$ cat config.mk
export PLATFORM = sky130hd
export DESIGN_NAME = fclg_top
export DESIGN_NICKNAME = d
export VERILOG_FILES = /design/src/logic/fclg_pkg.sv /design/src/logic/fclg_top.sv /design/src/logic/fclg_timer.sv
export VERILOG_INCLUDE_DIRS = /design/src /design/src/logic
export SDC_FILE = /design/constraint.sdc
export NUM_CORES = 1
export LEC_CHECK = 0
export BUFFER_PORTS_ARGS = -buffer_cell sky130_fd_sc_hd__buf_4
export CAP_MARGIN = 10
export CORE_MARGIN = 2
export CORE_UTILIZATION = 40
export DETAILED_ROUTE_END_ITERATION = 7
export GPL_TIMING_DRIVEN = 0
export SLEW_MARGIN = 40
export SYNTH_ARGS = -nofsm -noshare
export SYNTH_HDL_FRONTEND = slang
export SYNTH_SLANG_ARGS = --single-unit
$ cat constraint.sdc
create_clock -name clk_sys -period 1.7 [get_ports clk_sys]
set_clock_uncertainty 0.05 [all_clocks]
set_input_delay 0.34 -clock clk_sys [delete_from_list [all_inputs] [get_ports clk_sys]]
set_output_delay 0.34 -clock clk_sys [all_outputs]
set_load 0.05 [all_outputs]
$ cat src/logic/fclg_map.svh
// constants for the fan commutation and rotor-lock guard
// What this block does
// - drive exactly one coil, chosen by polarity
// - blocked rotor switches both coils off
// - restart attempt follows shutdown automatically
// - shutdown and retry repeat while blocked
// - retry keeps drive on 0.4 s
// - shutdown keeps coils off 2.4-3.6 s
// - rotor-state output low rotating, high locked
// - resumed rotation returns to normal commutation
`ifndef FCLG_MAP_SVH
`define FCLG_MAP_SVH

`define FCLG_CLK_HZ 50000000
`define FCLG_CYC_PER_MS (`FCLG_CLK_HZ / 1000)

// retry drive-on time, typical
`define FCLG_RETRY_ON_MS 400
// shutdown time: 2400 min, 3000 typ, 3600 max
`define FCLG_SHUTDOWN_MIN_MS 2400
`define FCLG_SHUTDOWN_MS 3000
`define FCLG_SHUTDOWN_MAX_MS 3600

`define FCLG_RETRY_ON_CYC (`FCLG_RETRY_ON_MS * `FCLG_CYC_PER_MS)
`define FCLG_SHUTDOWN_CYC (`FCLG_SHUTDOWN_MS * `FCLG_CYC_PER_MS)

// timer width covers 3.6 s at 50 MHz
`define FCLG_TMR_W 28

// reset values
`define FCLG_HALL_RST 1'b0
`define FCLG_COIL_ONE_RST 1'b0
`define FCLG_COIL_TWO_RST 1'b1
`define FCLG_LOCKED_RST 1'b0

`endif

$ cat src/logic/fclg_pkg.sv
// types shared by the fan commutation and rotor-lock guard
package fclg_pkg;

  // gray codes along run -> shut -> retry
  typedef enum logic [1:0] {
    fclg_st_run = 2'b00,
    fclg_st_shut = 2'b01,
    fclg_st_retry = 2'b11
  } fclg_state_t;

endpackage : fclg_pkg

$ cat src/logic/fclg_top.sv
// commutation and rotor-lock protection for a two-coil fan driver
`timescale 1ns/100ps
`include "fclg_map.svh"

module fclg_top #(
  parameter int unsigned RETRY_ON_CYC = `FCLG_RETRY_ON_CYC,
  parameter int unsigned SHUTDOWN_CYC = `FCLG_SHUTDOWN_CYC
) (
  input wire logic clk_sys,
  input wire logic resetn,
  input wire logic hall_pol,
  output logic coil_phase_one,
  output logic coil_phase_two,
  output logic rotor_locked,
  output logic rotor_state_oe,
  output logic lock_timer_state
);

  localparam logic [`FCLG_TMR_W-1:0] ON_LIM = `FCLG_TMR_W'(RETRY_ON_CYC);
  localparam logic [`FCLG_TMR_W-1:0] OFF_LIM = `FCLG_TMR_W'(SHUTDOWN_CYC);

  fclg_pkg::fclg_state_t state_q;
  fclg_pkg::fclg_state_t state_d;
  logic hall_q;
  logic hall_edge;
  logic coil_one_q;
  logic coil_two_q;
  logic locked_q;
  logic tmr_clear;
  logic tmr_done;
  logic [`FCLG_TMR_W-1:0] tmr_limit;
  logic [`FCLG_TMR_W-1:0] tmr_count;
  logic in_shut;

  // drive is permitted everywhere but in the shutdown interval
  function automatic logic fclg_drive_on(input fclg_pkg::fclg_state_t st);
    fclg_drive_on = (st != fclg_pkg::fclg_st_shut);
  endfunction : fclg_drive_on

  // polarity history; any reversal is taken as rotor movement
  always_ff @(posedge clk_sys or negedge resetn) begin
    if (!resetn) begin
      hall_q <= `FCLG_HALL_RST;
    end else begin
      hall_q <= hall_pol;
    end
  end

  assign hall_edge = hall_pol ^ hall_q;

  // next state: the timer closes each interval, a polarity edge
  // proves rotation
  always_comb begin
    state_d = state_q;
    case (state_q)
      fclg_pkg::fclg_st_run: begin
        if (tmr_done && !hall_edge) begin
          state_d = fclg_pkg::fclg_st_shut;
        end
      end
      fclg_pkg::fclg_st_shut: begin
        if (tmr_done) begin
          state_d = fclg_pkg::fclg_st_retry;
        end
      end
      fclg_pkg::fclg_st_retry: begin
        if (hall_edge) begin
          state_d = fclg_pkg::fclg_st_run;
        end else if (tmr_done) begin
          state_d = fclg_pkg::fclg_st_shut;
        end
      end
      default: begin
        state_d = fclg_pkg::fclg_st_shut;
      end
    endcase
  end

  always_ff @(posedge clk_sys or negedge resetn) begin
    if (!resetn) begin
      state_q <= fclg_pkg::fclg_st_run;
    end else begin
      state_q <= state_d;
    end
  end

  // polarity edges are ignored while shut so that a coasting rotor
  // cannot restart the off-time count and stretch it
  assign tmr_clear = (state_d != state_q) ||
                     (hall_edge && fclg_drive_on(state_q));
  // limit follows the present state: the next state depends on done
  assign tmr_limit = (state_q == fclg_pkg::fclg_st_shut) ? OFF_LIM
                                                         : ON_LIM;

  fclg_timer u_timer (
    .clk_sys(clk_sys),
    .resetn(resetn),
    .clear(tmr_clear),
    .limit(tmr_limit),
    .count(tmr_count),
    .done(tmr_done)
  );

  // coils registered from the next state so that the first shut
  // cycle already has both off
  always_ff @(posedge clk_sys or negedge resetn) begin
    if (!resetn) begin
      coil_one_q <= `FCLG_COIL_ONE_RST;
      coil_two_q <= `FCLG_COIL_TWO_RST;
    end else begin
      coil_one_q <= fclg_drive_on(state_d) && hall_pol;
      coil_two_q <= fclg_drive_on(state_d) && !hall_pol;
    end
  end

  // latched indication: held through retries until rotation returns
  always_ff @(posedge clk_sys or negedge resetn) begin
    if (!resetn) begin
      locked_q <= `FCLG_LOCKED_RST;
    end else begin
      locked_q <= (state_d != fclg_pkg::fclg_st_run);
    end
  end

  assign coil_phase_one = coil_one_q;
  assign coil_phase_two = coil_two_q;
  assign rotor_locked = locked_q;
  // open-drain: pulled low only while rotating, released when locked
  assign rotor_state_oe = !locked_q;
  assign lock_timer_state = locked_q;
  assign in_shut = (state_q == fclg_pkg::fclg_st_shut);

  AST_EXCLUSIVE: assert property (
    @(posedge clk_sys) disable iff (!resetn)
    !in_shut |-> (coil_phase_one ^ coil_phase_two))
    else $error("coil outputs not exclusive while driving");

  AST_FOLLOW: assert property (
    @(posedge clk_sys) disable iff (!resetn)
    !in_shut |-> (coil_phase_one == hall_q))
    else $error("coil selection does not follow polarity");

  AST_SWAP: assert property (
    @(posedge clk_sys) disable iff (!resetn)
    (!in_shut && hall_edge && state_d != fclg_pkg::fclg_st_shut)
    |=> (coil_phase_one != $past(coil_phase_one)))
    else $error("coils did not swap on polarity reversal");

  AST_OFF: assert property (
    @(posedge clk_sys) disable iff (!resetn)
    in_shut |-> (!coil_phase_one && !coil_phase_two))
    else $error("coil energised during shutdown");

  AST_LOCK_SET: assert property (
    @(posedge clk_sys) disable iff (!resetn)
    $rose(rotor_locked) |-> in_shut)
    else $error("lock indication raised outside shutdown");

  AST_RESTART: assert property (
    @(posedge clk_sys) disable iff (!resetn)
    (in_shut && tmr_done) |=> (state_q == fclg_pkg::fclg_st_retry) ##0
    (coil_phase_one ^ coil_phase_two))
    else $error("no restart after shutdown interval");

  AST_REPEAT: assert property (
    @(posedge clk_sys) disable iff (!resetn)
    (state_q == fclg_pkg::fclg_st_retry && tmr_done && !hall_edge)
    |=> in_shut)
    else $error("failed retry did not shut down again");

  AST_ON_TIME: assert property (
    @(posedge clk_sys) disable iff (!resetn)
    ($rose(in_shut) && $past(state_q) == fclg_pkg::fclg_st_retry)
    |-> ($past(tmr_count) == ON_LIM - `FCLG_TMR_W'(1)))
    else $error("retry drive interval has wrong length");

  AST_RETRY_WAIT: assert property (
    @(posedge clk_sys) disable iff (!resetn)
    (state_q == fclg_pkg::fclg_st_retry && !hall_edge && !tmr_done)
    |=> (state_q == fclg_pkg::fclg_st_retry))
    else $error("retry drive interval cut short");

  AST_OFF_TIME: assert property (
    @(posedge clk_sys) disable iff (!resetn)
    $fell(in_shut) |-> ($past(tmr_count) == OFF_LIM - `FCLG_TMR_W'(1)))
    else $error("shutdown interval has wrong length");

  AST_SHUT_HOLD: assert property (
    @(posedge clk_sys) disable iff (!resetn)
    (in_shut && !tmr_done) |=> in_shut)
    else $error("shutdown left before its interval ended");

  AST_CNT_BOUND: assert property (
    @(posedge clk_sys) disable iff (!resetn)
    tmr_count < tmr_limit)
    else $error("interval timer ran past its limit");

  AST_RD_LOCKED: assert property (
    @(posedge clk_sys) disable iff (!resetn)
    (state_q != fclg_pkg::fclg_st_run) |-> (rotor_locked && !rotor_state_oe))
    else $error("rotor-state output not released while locked");

  AST_RD_RUN: assert property (
    @(posedge clk_sys) disable iff (!resetn)
    (state_q == fclg_pkg::fclg_st_run) |-> (!rotor_locked && rotor_state_oe))
    else $error("rotor-state output not low while rotating");

  AST_LATCHED: assert property (
    @(posedge clk_sys) disable iff (!resetn)
    (rotor_locked && !(state_q == fclg_pkg::fclg_st_retry && hall_edge))
    |=> rotor_locked)
    else $error("lock indication dropped without rotation");

  AST_RECOVER: assert property (
    @(posedge clk_sys) disable iff (!resetn)
    (state_q == fclg_pkg::fclg_st_retry && hall_edge)
    |=> (state_q == fclg_pkg::fclg_st_run) ##0 !rotor_locked)
    else $error("no return to normal run after rotation resumed");

  AST_STALL: assert property (
    @(posedge clk_sys) disable iff (!resetn)
    (state_q == fclg_pkg::fclg_st_run && tmr_done && !hall_edge)
    |=> in_shut ##0 rotor_locked)
    else $error("stalled rotor not detected");

  AST_RUN_HOLD: assert property (
    @(posedge clk_sys) disable iff (!resetn)
    (state_q == fclg_pkg::fclg_st_run && (!tmr_done || hall_edge))
    |=> (state_q == fclg_pkg::fclg_st_run))
    else $error("lock declared while rotor still turning");

  AST_KEEP_RUN: assert property (
    @(posedge clk_sys) disable iff (!resetn)
    (state_q == fclg_pkg::fclg_st_run && hall_edge)
    |=> (state_q == fclg_pkg::fclg_st_run) ##0 (tmr_count == '0))
    else $error("polarity edge did not restart stall timer");

endmodule : fclg_top

$ cat src/logic/fclg_timer.sv
// interval timer: counts up from a clear and flags the last cycle
`timescale 1ns/100ps
`include "fclg_map.svh"

module fclg_timer (
  input wire logic clk_sys,
  input wire logic resetn,
  input wire logic clear,
  input wire logic [`FCLG_TMR_W-1:0] limit,
  output logic [`FCLG_TMR_W-1:0] count,
  output logic done
);

  logic [`FCLG_TMR_W-1:0] cnt_q;

  always_ff @(posedge clk_sys or negedge resetn) begin
    if (!resetn) begin
      cnt_q <= '0;
    end else if (clear || done) begin
      cnt_q <= '0;
    end else begin
      cnt_q <= cnt_q + `FCLG_TMR_W'(1);
    end
  end

  // last cycle of the interval; kept free of clear so that the owner
  // may derive its clear from done without a combinational loop
  assign done = (cnt_q == limit - `FCLG_TMR_W'(1));
  assign count = cnt_q;

endmodule : fclg_timer

======== Word level (Yosys, flattened, before mapping) ========
Index checks and enable logic that the tools add are counted.
word-level totals
  bits in registers ....................... 34
  bits in latches ......................... 0
  RAM bits ................................ 0
  ROM bits ................................ 0
  output and inout bits ................... 5
  memories ................................ 0
cells by class
  add/subtract/negate cells ............... 2
  $mul .................................... 0
  divide/modulo/power cells ............... 0
  magnitude comparators ................... 0
  eq/ne operators ......................... 6
  shift-type cells ........................ 0
  muxes and demuxes ....................... 7
  bitwise operators ....................... 1
  reduce and logical (&&, ||, !) cells .... 11
operators with widths
  operator                                                count
  2-to-1 mux 28 bit                                       2
  adder 28 x 1 -> 28 bit (second input constant)          1
  equality test 28 bit                                    1
  subtractor 28 x 1 -> 28 bit (second input constant)     1
  2-to-1 mux 2 bit                                        4
  one-hot mux 2 bit (3 select lines)                      1
  logical AND 1 bit                                       4
  inequality test 2 x 1 -> 1 bit (second input constant)  2
  logical NOT 1 bit                                       3
  equality test 2 x 1 -> 1 bit (second input constant)    1
  equality test 2 bit (second input constant)             1
  logical NOT 2 bit                                       1
  logical OR 1 bit                                        2
  inequality test 2 bit                                   1
  nonzero test 2 bit                                      1
  XOR 1 bit                                               1

======== Longest topological paths before layout ========
Gate-level depths: netlist of run 1.
  word-level depth ........................ 11
  mapped depth ............................ 7
  gate-level depth less buffers ........... 6

======== By module ========
Synthesis of run 1 repeated with hierarchy kept, for this count alone.
second synthesis, totals
  cells, all modules ...................... 326
  area, all modules ....................... 2894.0 um^2
modules (own cells, without submodules)
  module      times used  cells each  area each (um^2)
  fclg_timer  1           291         2562.5
  fclg_top    1           35          331.6

======== Worst setup path before layout of run 1 ========
No wires, ideal clock.
  kind .................................... flip-flop to flip-flop
  from .................................... reg u_timer.cnt_q[16], in the netlist u_timer.count[16]
  to ...................................... reg u_timer.cnt_q[19], in the netlist u_timer.count[19]
  setup time .............................. 119 ps
  arrival ................................. 1628 ps
  path slack .............................. -96 ps
  cell stages (with the launch flop) ...... 7
  path buffers ............................ 1
  clock period less this slack ............ 1796 ps
  path through ............................ dfrtp_1 > or3b_1 > nor4_4 > o2111ai_4 > o21ai_4 > buf_6 > nor2_1
on the way
  cells in the longest elaborated chain, start to end .. 8
  elaborated cells on any way between the ends .. 12
  those cells by class .................... add/sub: 1; eq/ne: 2; mux: 6; reduce/logical: 3
RTL lines
  what                                                          RTL line                        RTL
  start, declared                                               fclg_timer.sv:14                logic [`FCLG_TMR_W-1:0] cnt_q;
  start signal, assigned                                        fclg_timer.sv:22                cnt_q <= cnt_q + `FCLG_TMR_W'(1);
  equality test 28 bit                                          fclg_timer.sv:28                assign done = (cnt_q == limit - `FCLG_TMR_W'(1));
  2-to-1 mux 2 bit / logical AND 1 bit (equally long branches)  fclg_top.sv:69, fclg_top.sv:57
  2-to-1 mux 2 bit (on tied branches)                           fclg_top.sv:67, fclg_top.sv:57
  one-hot mux 2 bit (3 select lines)                            fclg_top.sv:55                  case (state_q)
  inequality test 2 bit                                         fclg_top.sv:89                  assign tmr_clear = (state_d != state_q) ||
  logical OR 1 bit                                              fclg_top.sv:89
  logical OR 1 bit                                              fclg_timer.sv:19                end else if (clear || done) begin
  2-to-1 mux 28 bit *                                           fclg_timer.sv:19
Every way passes the cells marked *; elsewhere a longest branch is shown, timed or not.

======== Worst setup path after layout of run 1 ========
  from .................................... reg u_timer.cnt_q[8], in the netlist u_timer.count[8]
  to ...................................... reg u_timer.cnt_q[19], in the netlist u_timer.count[19]
The elaborated chain is that of the path after synthesis.

==> results of run 1 <==
==> cell usage after synthesis, drive strengths merged (2+ instances only) <==
library cell and count:
xor2 14, xnor2 14, nor4b 2, nand3 13, nand4 6, and2 2, dfrtp 33, a211oi 2
nor4 2, nor3 7, o31a 2, nand2 7, o31ai 2, nor3b 2, clkbuf 2, buf 3
o21ai 3, nor2 38, inv 8, and4 3, and3 4
==> worst max-delay path, delay by kind of cell, from the launching register on <==
kind	cells	cell delay, ns
flip-flops	1	0.46
AO/OA/AOI/OAI	2	0.36
buffers and inverters	1	0.20
AND/OR/NAND/NOR	3	0.69
==> power groups by stage <==
stage               sequential, uW  clock, uW  combinational [uW]
floorplan                      921          0                 117
global placement               914          0                 177
detailed placement             919          0                 182
CTS                            904        720                 218
global route                   918        756                 285
finish                         911        706                 260
==> stage by stage <==
stage | hold slack (ns) | power, uW
after detailed placement | 0.266 | 1100
after global routing | 0.135 | 1960
after global placement | 0.258 | 1090
after CTS | 0.133 | 1840
final | 0.141 | 1880
after floorplan | -0.00559 | 1040
==> cell type report <==
class	instances	area, sq um	share of cell area [%]
multi-input combinational	135	1080	44.7
tap	52	65.1	2.70
sequential	34	858	35.7
timing repair buffer	27	216	9.00
buffer	5	50.0	2.08
inverter	8	30.0	1.25
clock buffer	8	110	4.58
==> cell families (layout without fill, tap and decap cells) <==
group | count (synthesis) | in the layout | share of synthesized area [%]
DFF | 34 | 34 | 46.3
AOI/OAI and AO/OA | 14 | 14 | 7.61
xor gates and xnor gates | 28 | 28 | 13.3
adders and majority gates | 1 | 1 | 0.680
buffers and inverters | 13 | 48 | 4.28
and+or+nand+nor | 92 | 92 | 27.8
==> worst min path at each step <==
stage / start / to / slack, ns / cells after the start
3_3_place_gp: resetn / u_timer.count[26] / 0.26 / 1
2_1_floorplan: resetn / coil_phase_one / -0.006 / 0
5_1_grt: hall_pol / hall_q / 0.14 / 1
6_report: hall_pol / hall_q / 0.14 / 1
4_1_cts: hall_pol / hall_q / 0.13 / 1
3_5_place_dp: resetn / u_timer.count[25] / 0.27 / 1
==> routing by layer <==
layer | vias up | share of wire [%] | wire [um]
met1 | 702 | 42 | 1740
met2 | 26 | 51 | 2100
li1 | 694 | - | -
met4 | 0 | 2.8 | 115
met3 | 12 | 3.7 | 151
met5 | - | 0 | 0
==> registers in the layout, indices dropped and copies added, names as in the netlist <==
signal	count
u_timer.count	28
state_q	2
coil_phase_one	1
coil_phase_two	1
hall_q	1
lock_timer_state	1
==> timing repair <==
action | 4_1_cts | 5_1_grt
resized for setup | 17 | 40
cloned | 2 | 0
endpoints found under the setup margin | 33 | 33
hold buffers | 1 | 0
buffers inserted | 7 | 10
pin swaps | 17 | 9
endpoints found under the hold margin | 33 | 0
==> results_dict.tcl, run 1 <==
set metrics [dict create \
    status "finished with violations" \
    violations "setup timing" \
    drcViolationCount 0 \
    io_pins 8 \
    setup.worst_path.end "u_timer.count[19]" \
    clkPwrFrac_pct 37.6 \
    cpPeakStageDelay_ns 0.46 \
    required_ns 1.83 \
    cp_cell_sequence "nor4b_1 > and4_4 > o2111ai_4 > o21ai_4 > buf_6 > nor2_2" \
    grt_use_met2_pct 28.6 \
    clock_latency_ns 0.29 \
    met3_usage_pct 4.64 \
    fin_ws_ns -0.182 \
    drtIter0Drc 50 \
    vias 1434 \
    end_kind "flip-flop" \
    crit_path_start "u_timer.count[8]" \
    grt_pass1_wl_um 6720 \
    setup-tns-final_ns -5.02 \
    drv_slew 0 \
    cts_tree "yes" \
    place_inst 241 \
    ys_seq_area_share_pct 46.3 \
    p_sw_uw 503 \
    dr.pass1.iters 4 \
    grt_use_total_pct 16.6 \
    cts.sinks 34 \
    timing.final.crit_share_pct 111 \
    fp.dieH_um 71.8 \
    synth_edf_count 0 \
    cp_max_fo 8 \
    yosys_warnings 0 \
    p_int_uw 1370 \
    grt_remaining_overflow 0 \
    syn_area_per_cell_sq_um 10.1 \
    synth.largest_area_cell "dfrtp_1" \
    final_cell_mix "28 x dfrtp_1, 24 x buf_4, 22 x nor2_2, 14 x xor2_1, 14 x xnor2_1" \
    drv_cap 0 \
    io_buffers 7 \
    ff2ff_setup_slack_ns -0.18 \
    cts_root_buf "clkbuf_8" \
    final_core_util_pct 54.9 \
    tightest_slew_ns 0.442 \
    wl_um 4110 \
    instances_no_fill 269 \
    post-place-ws_ns -0.252 \
    grtUsageMet1_pct 20.3 \
    syn_inst 182 \
    p_per_area_mw_per_mm2 780 \
    grt_pass1_vias 1478 \
    p_seq_share_pct 48.5 \
    layout.nets 220 \
    rr_worst_depth 6 \
    place_area_sq_mm 0.00197 \
    ys_async_sr_fraction_pct 100 \
    synth_nets 186 \
    grt_max_degree 35 \
    coreArea_sq_mm 0.00438 \
    gp_congestion 0.824 \
    final_area_sq_mm 0.00241 \
    start_util_pct 42.0 \
    drtAntennaViolNets 0 \
    cp_slowest_cell "dfrtp_2" \
    synthTopCellsByArea "dfrtp_1 45%, nor2_1 7.7%, xnor2_1 6.7%" \
    hold_viol_final 0 \
    start_kind "flip-flop" \
    synth_top_flop_cell "dfrtp_1" \
    htree_levels 2 \
    cp_data_arrival_time_ns 2.01 \
    clockBufferDepth 2 \
    path_clk_slew_ns 0.07 \
    rsz0062_at_grt "yes" \
    top_usage_layer "met2" \
    fill_cells 368 \
    num_rows 24 \
    netlist.area_leader.share_pct 44.9 \
    die_x_um 71.8 \
    critPathKind "flip-flop to flip-flop" \
    synth_area_sq_mm 0.00184 \
    area_delta_synth_final_pct 30.7 \
    final_common_cell "dfrtp_1" \
    slew_headroom_pct 70.3 \
    die_area_sq_mm 0.00516 \
    leakage_uw 0.000988 \
    finalSetupViolations 33 \
    drive_gt1_share_pct 44.2 \
    fmax_mhz 531 \
    p_comb_share_pct 13.8 \
    vias_per_cell 5.33 \
    ir_worst_vdd_v 0.000731 \
    yosysUniqueCellTypes 42 \
    antenna_cells 0 \
    netSwitchingFraction_pct 26.8 \
    numCtsBuffers 5 \
    period_minus_slack_ns 1.88 \
    post_drt_wl_per_cell_um 15.3 \
    antenna_found_initial 0 \
    dpl.hpwl_um 2590 \
    timing.rr.start "u_timer.count[8]" \
    ys_ff_latch 34 \
    r2r_end "u_timer.count[19]" \
    worstHoldPathType "primary input to flip-flop" \
]
(Power assumes the default switching activity.)
==> run 2: changes to the inputs <==
Settings changed: CORE_ASPECT_RATIO set to 0.9.
==> results_dict.tcl, run 2 (synthesis results as in run 1) <==
set metrics [dict create \
    final_common_cell "dfrtp_1" \
    crit_path_start "u_timer.count[24]" \
    post_drt_wl_per_cell_um 15.3 \
    path_clk_slew_ns 0.08 \
    ff2ff_setup_slack_ns -0.22 \
    wl_um 4260 \
    slew_headroom_pct 65.7 \
    violations "setup timing" \
    grt_pass1_vias 1480 \
    leakage_uw 0.000996 \
    end_kind "flip-flop" \
    hold_viol_final 0 \
    drv_cap 0 \
    cts_tree "yes" \
    period_minus_slack_ns 1.92 \
    io_pins 8 \
    antenna_found_initial 0 \
    setup.worst_path.end "u_timer.count[22]" \
    status "finished with violations" \
    largest_reg_flops 28 \
    drcViolationCount 0 \
    place_area_sq_mm 0.00198 \
    grt_max_degree 35 \
    timing.final.crit_share_pct 113 \
    vias_per_cell 5.19 \
    r2r_end "u_timer.count[22]" \
    dpl.hpwl_um 2590 \
    setup-tns-final_ns -6.03 \
    grt_remaining_overflow 0 \
    clockBufferDepth 2 \
    cts_root_buf "clkbuf_8" \
    rr_worst_depth 6 \
    gp_congestion 0.815 \
    rsz0062_at_grt "yes" \
    antenna_cells 0 \
    layout.nets 219 \
    cts.sinks 34 \
    fp.dieH_um 68.4 \
    critPathKind "flip-flop to flip-flop" \
    drtAntennaViolNets 0 \
    area_delta_synth_final_pct 32.2 \
    post-place-ws_ns -0.277 \
    required_ns 1.84 \
    cp_max_fo 5 \
    drtIter0Drc 54 \
    io_buffers 7 \
    p_per_area_mw_per_mm2 853 \
    tightest_slew_ns 0.510 \
    grt_use_total_pct 18.9 \
    worstHoldPathType "primary input to flip-flop" \
    grt_pass1_wl_um 7180 \
    finalSetupViolations 33 \
    vias 1442 \
    clock_latency_ns 0.29 \
    drv_slew 0 \
    ir_worst_vdd_v 0.000572 \
    die_area_sq_mm 0.00516 \
    start_util_pct 41.5 \
    num_rows 23 \
    fin_ws_ns -0.224 \
    die_x_um 75.5 \
    htree_levels 2 \
    numCtsBuffers 5 \
    start_kind "flip-flop" \
    final_core_util_pct 54.9 \
    timing.rr.start "u_timer.count[24]" \
    final_cell_mix "27 x dfrtp_1, 20 x buf_4, 18 x nor2_1, 16 x nor2_2" \
    dr.pass1.iters 4 \
    coreArea_sq_mm 0.00443 \
    cp_data_arrival_time_ns 2.06 \
    final_area_sq_mm 0.00243 \
    drive_gt1_share_pct 41.2 \
    fmax_mhz 520 \
]
## run 2: power by group
group,switching [uW],internal (uW)
sequential,51.1,855
clock,320,588
combinational,150,111
total,520,1550
## run 2: layer usage
layer	part of all wire, %	up-vias	track usage, %
li1	-	695	-
met1	46	726	25.6
met2	50	12	29.3
met3	2.2	9	4.86
met4	1.4	0	6.36
met5	0	-	0
## run 2: cell type report
cell class | count | area, sq um
repair buffers | 25 | 218
inverters | 8 | 30.0
well taps | 62 | 77.6
flip-flops and latches | 34 | 860
multi-input cells | 136 | 1060
fillers | 402 | 2000
plain buffers | 5 | 48.8
clock buffers | 5 | 68.8
clock inverters | 3 | 68.8
## run 2: worst min-delay path by stage
| stage | from | to | slack [ns] | cells after the start |
|---|---|---|---|---|
| global route | hall_pol | hall_q | 0.14 | 1 |
| CTS | hall_pol | hall_q | 0.14 | 1 |
| detailed placement | resetn | u_timer.count[19] | 0.27 | 1 |
| finish | hall_pol | hall_q | 0.14 | 1 |
| global placement | resetn | u_timer.count[18] | 0.26 | 1 |
| floorplan | resetn | coil_phase_one | -0.006 | 0 |
## run 2: per-stage QoR
stage / cells / power (uW) / hold slack (ns)
6_report: 278 / 2070 / 0.139
4_1_cts: 277 / 2050 / 0.135
2_1_floorplan: 182 / 1040 / -0.00559
3_5_place_dp: 251 / 1100 / 0.269
5_1_grt: 278 / 2150 / 0.137
3_3_place_gp: 251 / 1090 / 0.258
## run 2: critical path: stages (launching register included)
cell and delay (ns):
dfrtp_2 0.44, or3b_4 0.39, nor4_4 0.25, o2111ai_4 0.24, o21ai_4 0.19, buf_6 0.19
nor2_2 0.04
## run 2: repair_timing
action | CTS | global route
hold buffers | 1 | 0
resized for setup | 32 | 15
endpoints found under the hold margin | 33 | 0
pin swaps | 15 | 5
gates cloned | 3 | 0
setup buffers | 14 | 1
endpoints found under the setup margin | 33 | 33
==> run 3: changes to the inputs <==
Settings changed: MAX_ROUTING_LAYER set to met4.
==> results_dict.tcl, run 3 (synthesis results as in run 1) <==
set metrics [dict create \
    timing.rr.start "u_timer.count[24]" \
    hold_viol_final 0 \
    dr.pass1.iters 4 \
    critPathBufInv 1 \
    final_common_cell "dfrtp_1" \
    wl_um 4280 \
    slew_headroom_pct 65.1 \
    place_inst 251 \
    ff2ff_setup_slack_ns -0.23 \
    vias 1447 \
    required_ns 1.83 \
    drcViolationCount 0 \
    p_per_area_mw_per_mm2 851 \
    cts_tree "yes" \
    drv_slew 0 \
    cts_root_buf "clkbuf_8" \
    hold_depth 1 \
    die_x_um 75.5 \
    drtAntennaViolNets 0 \
    rr_worst_depth 6 \
    grt_max_degree 35 \
    num_rows 23 \
    cpPeakStageDelay_ns 0.44 \
    htree_levels 2 \
    holdPathEnd "hall_q" \
    finalSetupViolations 33 \
    critPathKind "flip-flop to flip-flop" \
    drv_cap 0 \
    tightest_slew_ns 0.520 \
    worstHoldPathType "primary input to flip-flop" \
    final_cell_mix "27 x dfrtp_1, 20 x buf_4, 18 x nor2_1, 16 x nor2_2" \
    end_kind "flip-flop" \
    grt_pass1_vias 1479 \
    clock_latency_ns 0.29 \
    antenna_found_initial 0 \
    grt_remaining_overflow 0 \
    io_buffers 7 \
    r2r_end "u_timer.count[22]" \
    cp_slowest_cell "dfrtp_2" \
    violations "setup timing" \
    path_clk_slew_ns 0.08 \
    grt_pass1_wl_um 7190 \
    instances_no_fill 278 \
    timing.final.crit_share_pct 114 \
    layout.nets 219 \
    crit_family "simple AND/OR/NAND/NOR gates" \
    fin_ws_ns -0.231 \
    ir_worst_vdd_v 0.000573 \
    grt_use_total_pct 19.4 \
    area_delta_synth_final_pct 32.2 \
    largest_reg_flops 28 \
    gp_congestion 0.827 \
    drtIter0Drc 47 \
    vias_per_cell 5.21 \
    period_minus_slack_ns 1.93 \
    cp_cell_sequence "or3b_4 > nor4_4 > o2111ai_4 > o21ai_4 > buf_6 > nor2_2" \
    status "finished with violations" \
    crit_cells 6 \
    io_pins 8 \
    fp.dieH_um 68.4 \
    antenna_cells 0 \
    die_area_sq_mm 0.00516 \
    post_drt_wl_per_cell_um 15.4 \
    multi_input_area_sq_mm 0.00106 \
    fmax_mhz 518 \
    post-place-ws_ns -0.277 \
    min-delay-start "hall_pol" \
    rsz0062_at_grt "yes" \
    regArea_sq_um 860 \
    coreArea_sq_mm 0.00443 \
    fill_cells 402 \
    cp_data_arrival_time_ns 2.07 \
    leakage_uw 0.000996 \
    cts.sinks 34 \
    dpl.hpwl_um 2590 \
    numCtsBuffers 5 \
    drive_gt1_share_pct 41.2 \
    start_util_pct 41.5 \
    start_kind "flip-flop" \
    final_core_util_pct 54.9 \
    clockBufferDepth 2 \
    cp_max_fo 5 \
]
run 3: cell counts in the layout (fill, tap and decap cells not counted):
No cell type changed its count.
run 3: stage by stage:
| stage | instance area (sq um) | TNS, ns | hold slack [ns] | power (uW) |
|---|---|---|---|---|
| 2_1_floorplan | 1850 | -0.669 | -0.00559 | 1040 |
| 3_3_place_gp | 1980 | -5.61 | 0.258 | 1090 |
| 3_5_place_dp | 1980 | -7.12 | 0.269 | 1100 |
| 4_1_cts | 2360 | -5.07 | 0.135 | 2050 |
| 5_1_grt | 2430 | -8.48 | 0.137 | 2150 |
| 6_report | 2430 | -6.25 | 0.142 | 2070 |
run 3: how the worst max path moves through the flow:
stage / slack (ns) / start / endpoint
after floorplan: -0.03 / u_timer.count[16] / u_timer.count[19]
after global placement: -0.23 / u_timer.count[12] / u_timer.count[18]
after detailed placement: -0.28 / u_timer.count[12] / u_timer.count[16]
after CTS: -0.19 / u_timer.count[24] / u_timer.count[20]
after global routing: -0.30 / u_timer.count[24] / state_q[0]
final: -0.23 / u_timer.count[24] / u_timer.count[22]
run 3: layer usage:
metal	vias up	global-route usage, %	share of wire (%)
met5	-	-	0
met4	0	6.36	1.7
met3	10	4.86	2.9
met2	19	29.7	49
met1	720	25.2	46
li1	698	-	-
run 3: power by group:
| group | leakage [uW] | internal [uW] | switching (uW) |
|---|---|---|---|
| Sequential | 0.000449 | 855 | 51.1 |
| Clock | 0.0000683 | 588 | 315 |
| Combinational | 0.000479 | 111 | 150 |
| Total | 0.000996 | 1550 | 516 |
run 3: final cells by class:
| cell class | instances | share of cell area, % |
|---|---|---|
| clock buffer | 5 | 2.83 |
| timing repair buffer | 25 | 8.95 |
| buffer | 5 | 2.01 |
| sequential | 34 | 35.3 |
| tap | 62 | 3.19 |
| inverter | 8 | 1.23 |
| multi-input combinational | 136 | 43.6 |
| clock inverter | 3 | 2.83 |
run 3: timing repair:
action	4_1_cts	5_1_grt
endpoints found under the hold margin	33	0
pin swaps	15	5
buffers inserted	14	1
endpoints found under the setup margin	33	33
hold buffers	1	0
gates resized for setup	32	15
gates cloned	3	0
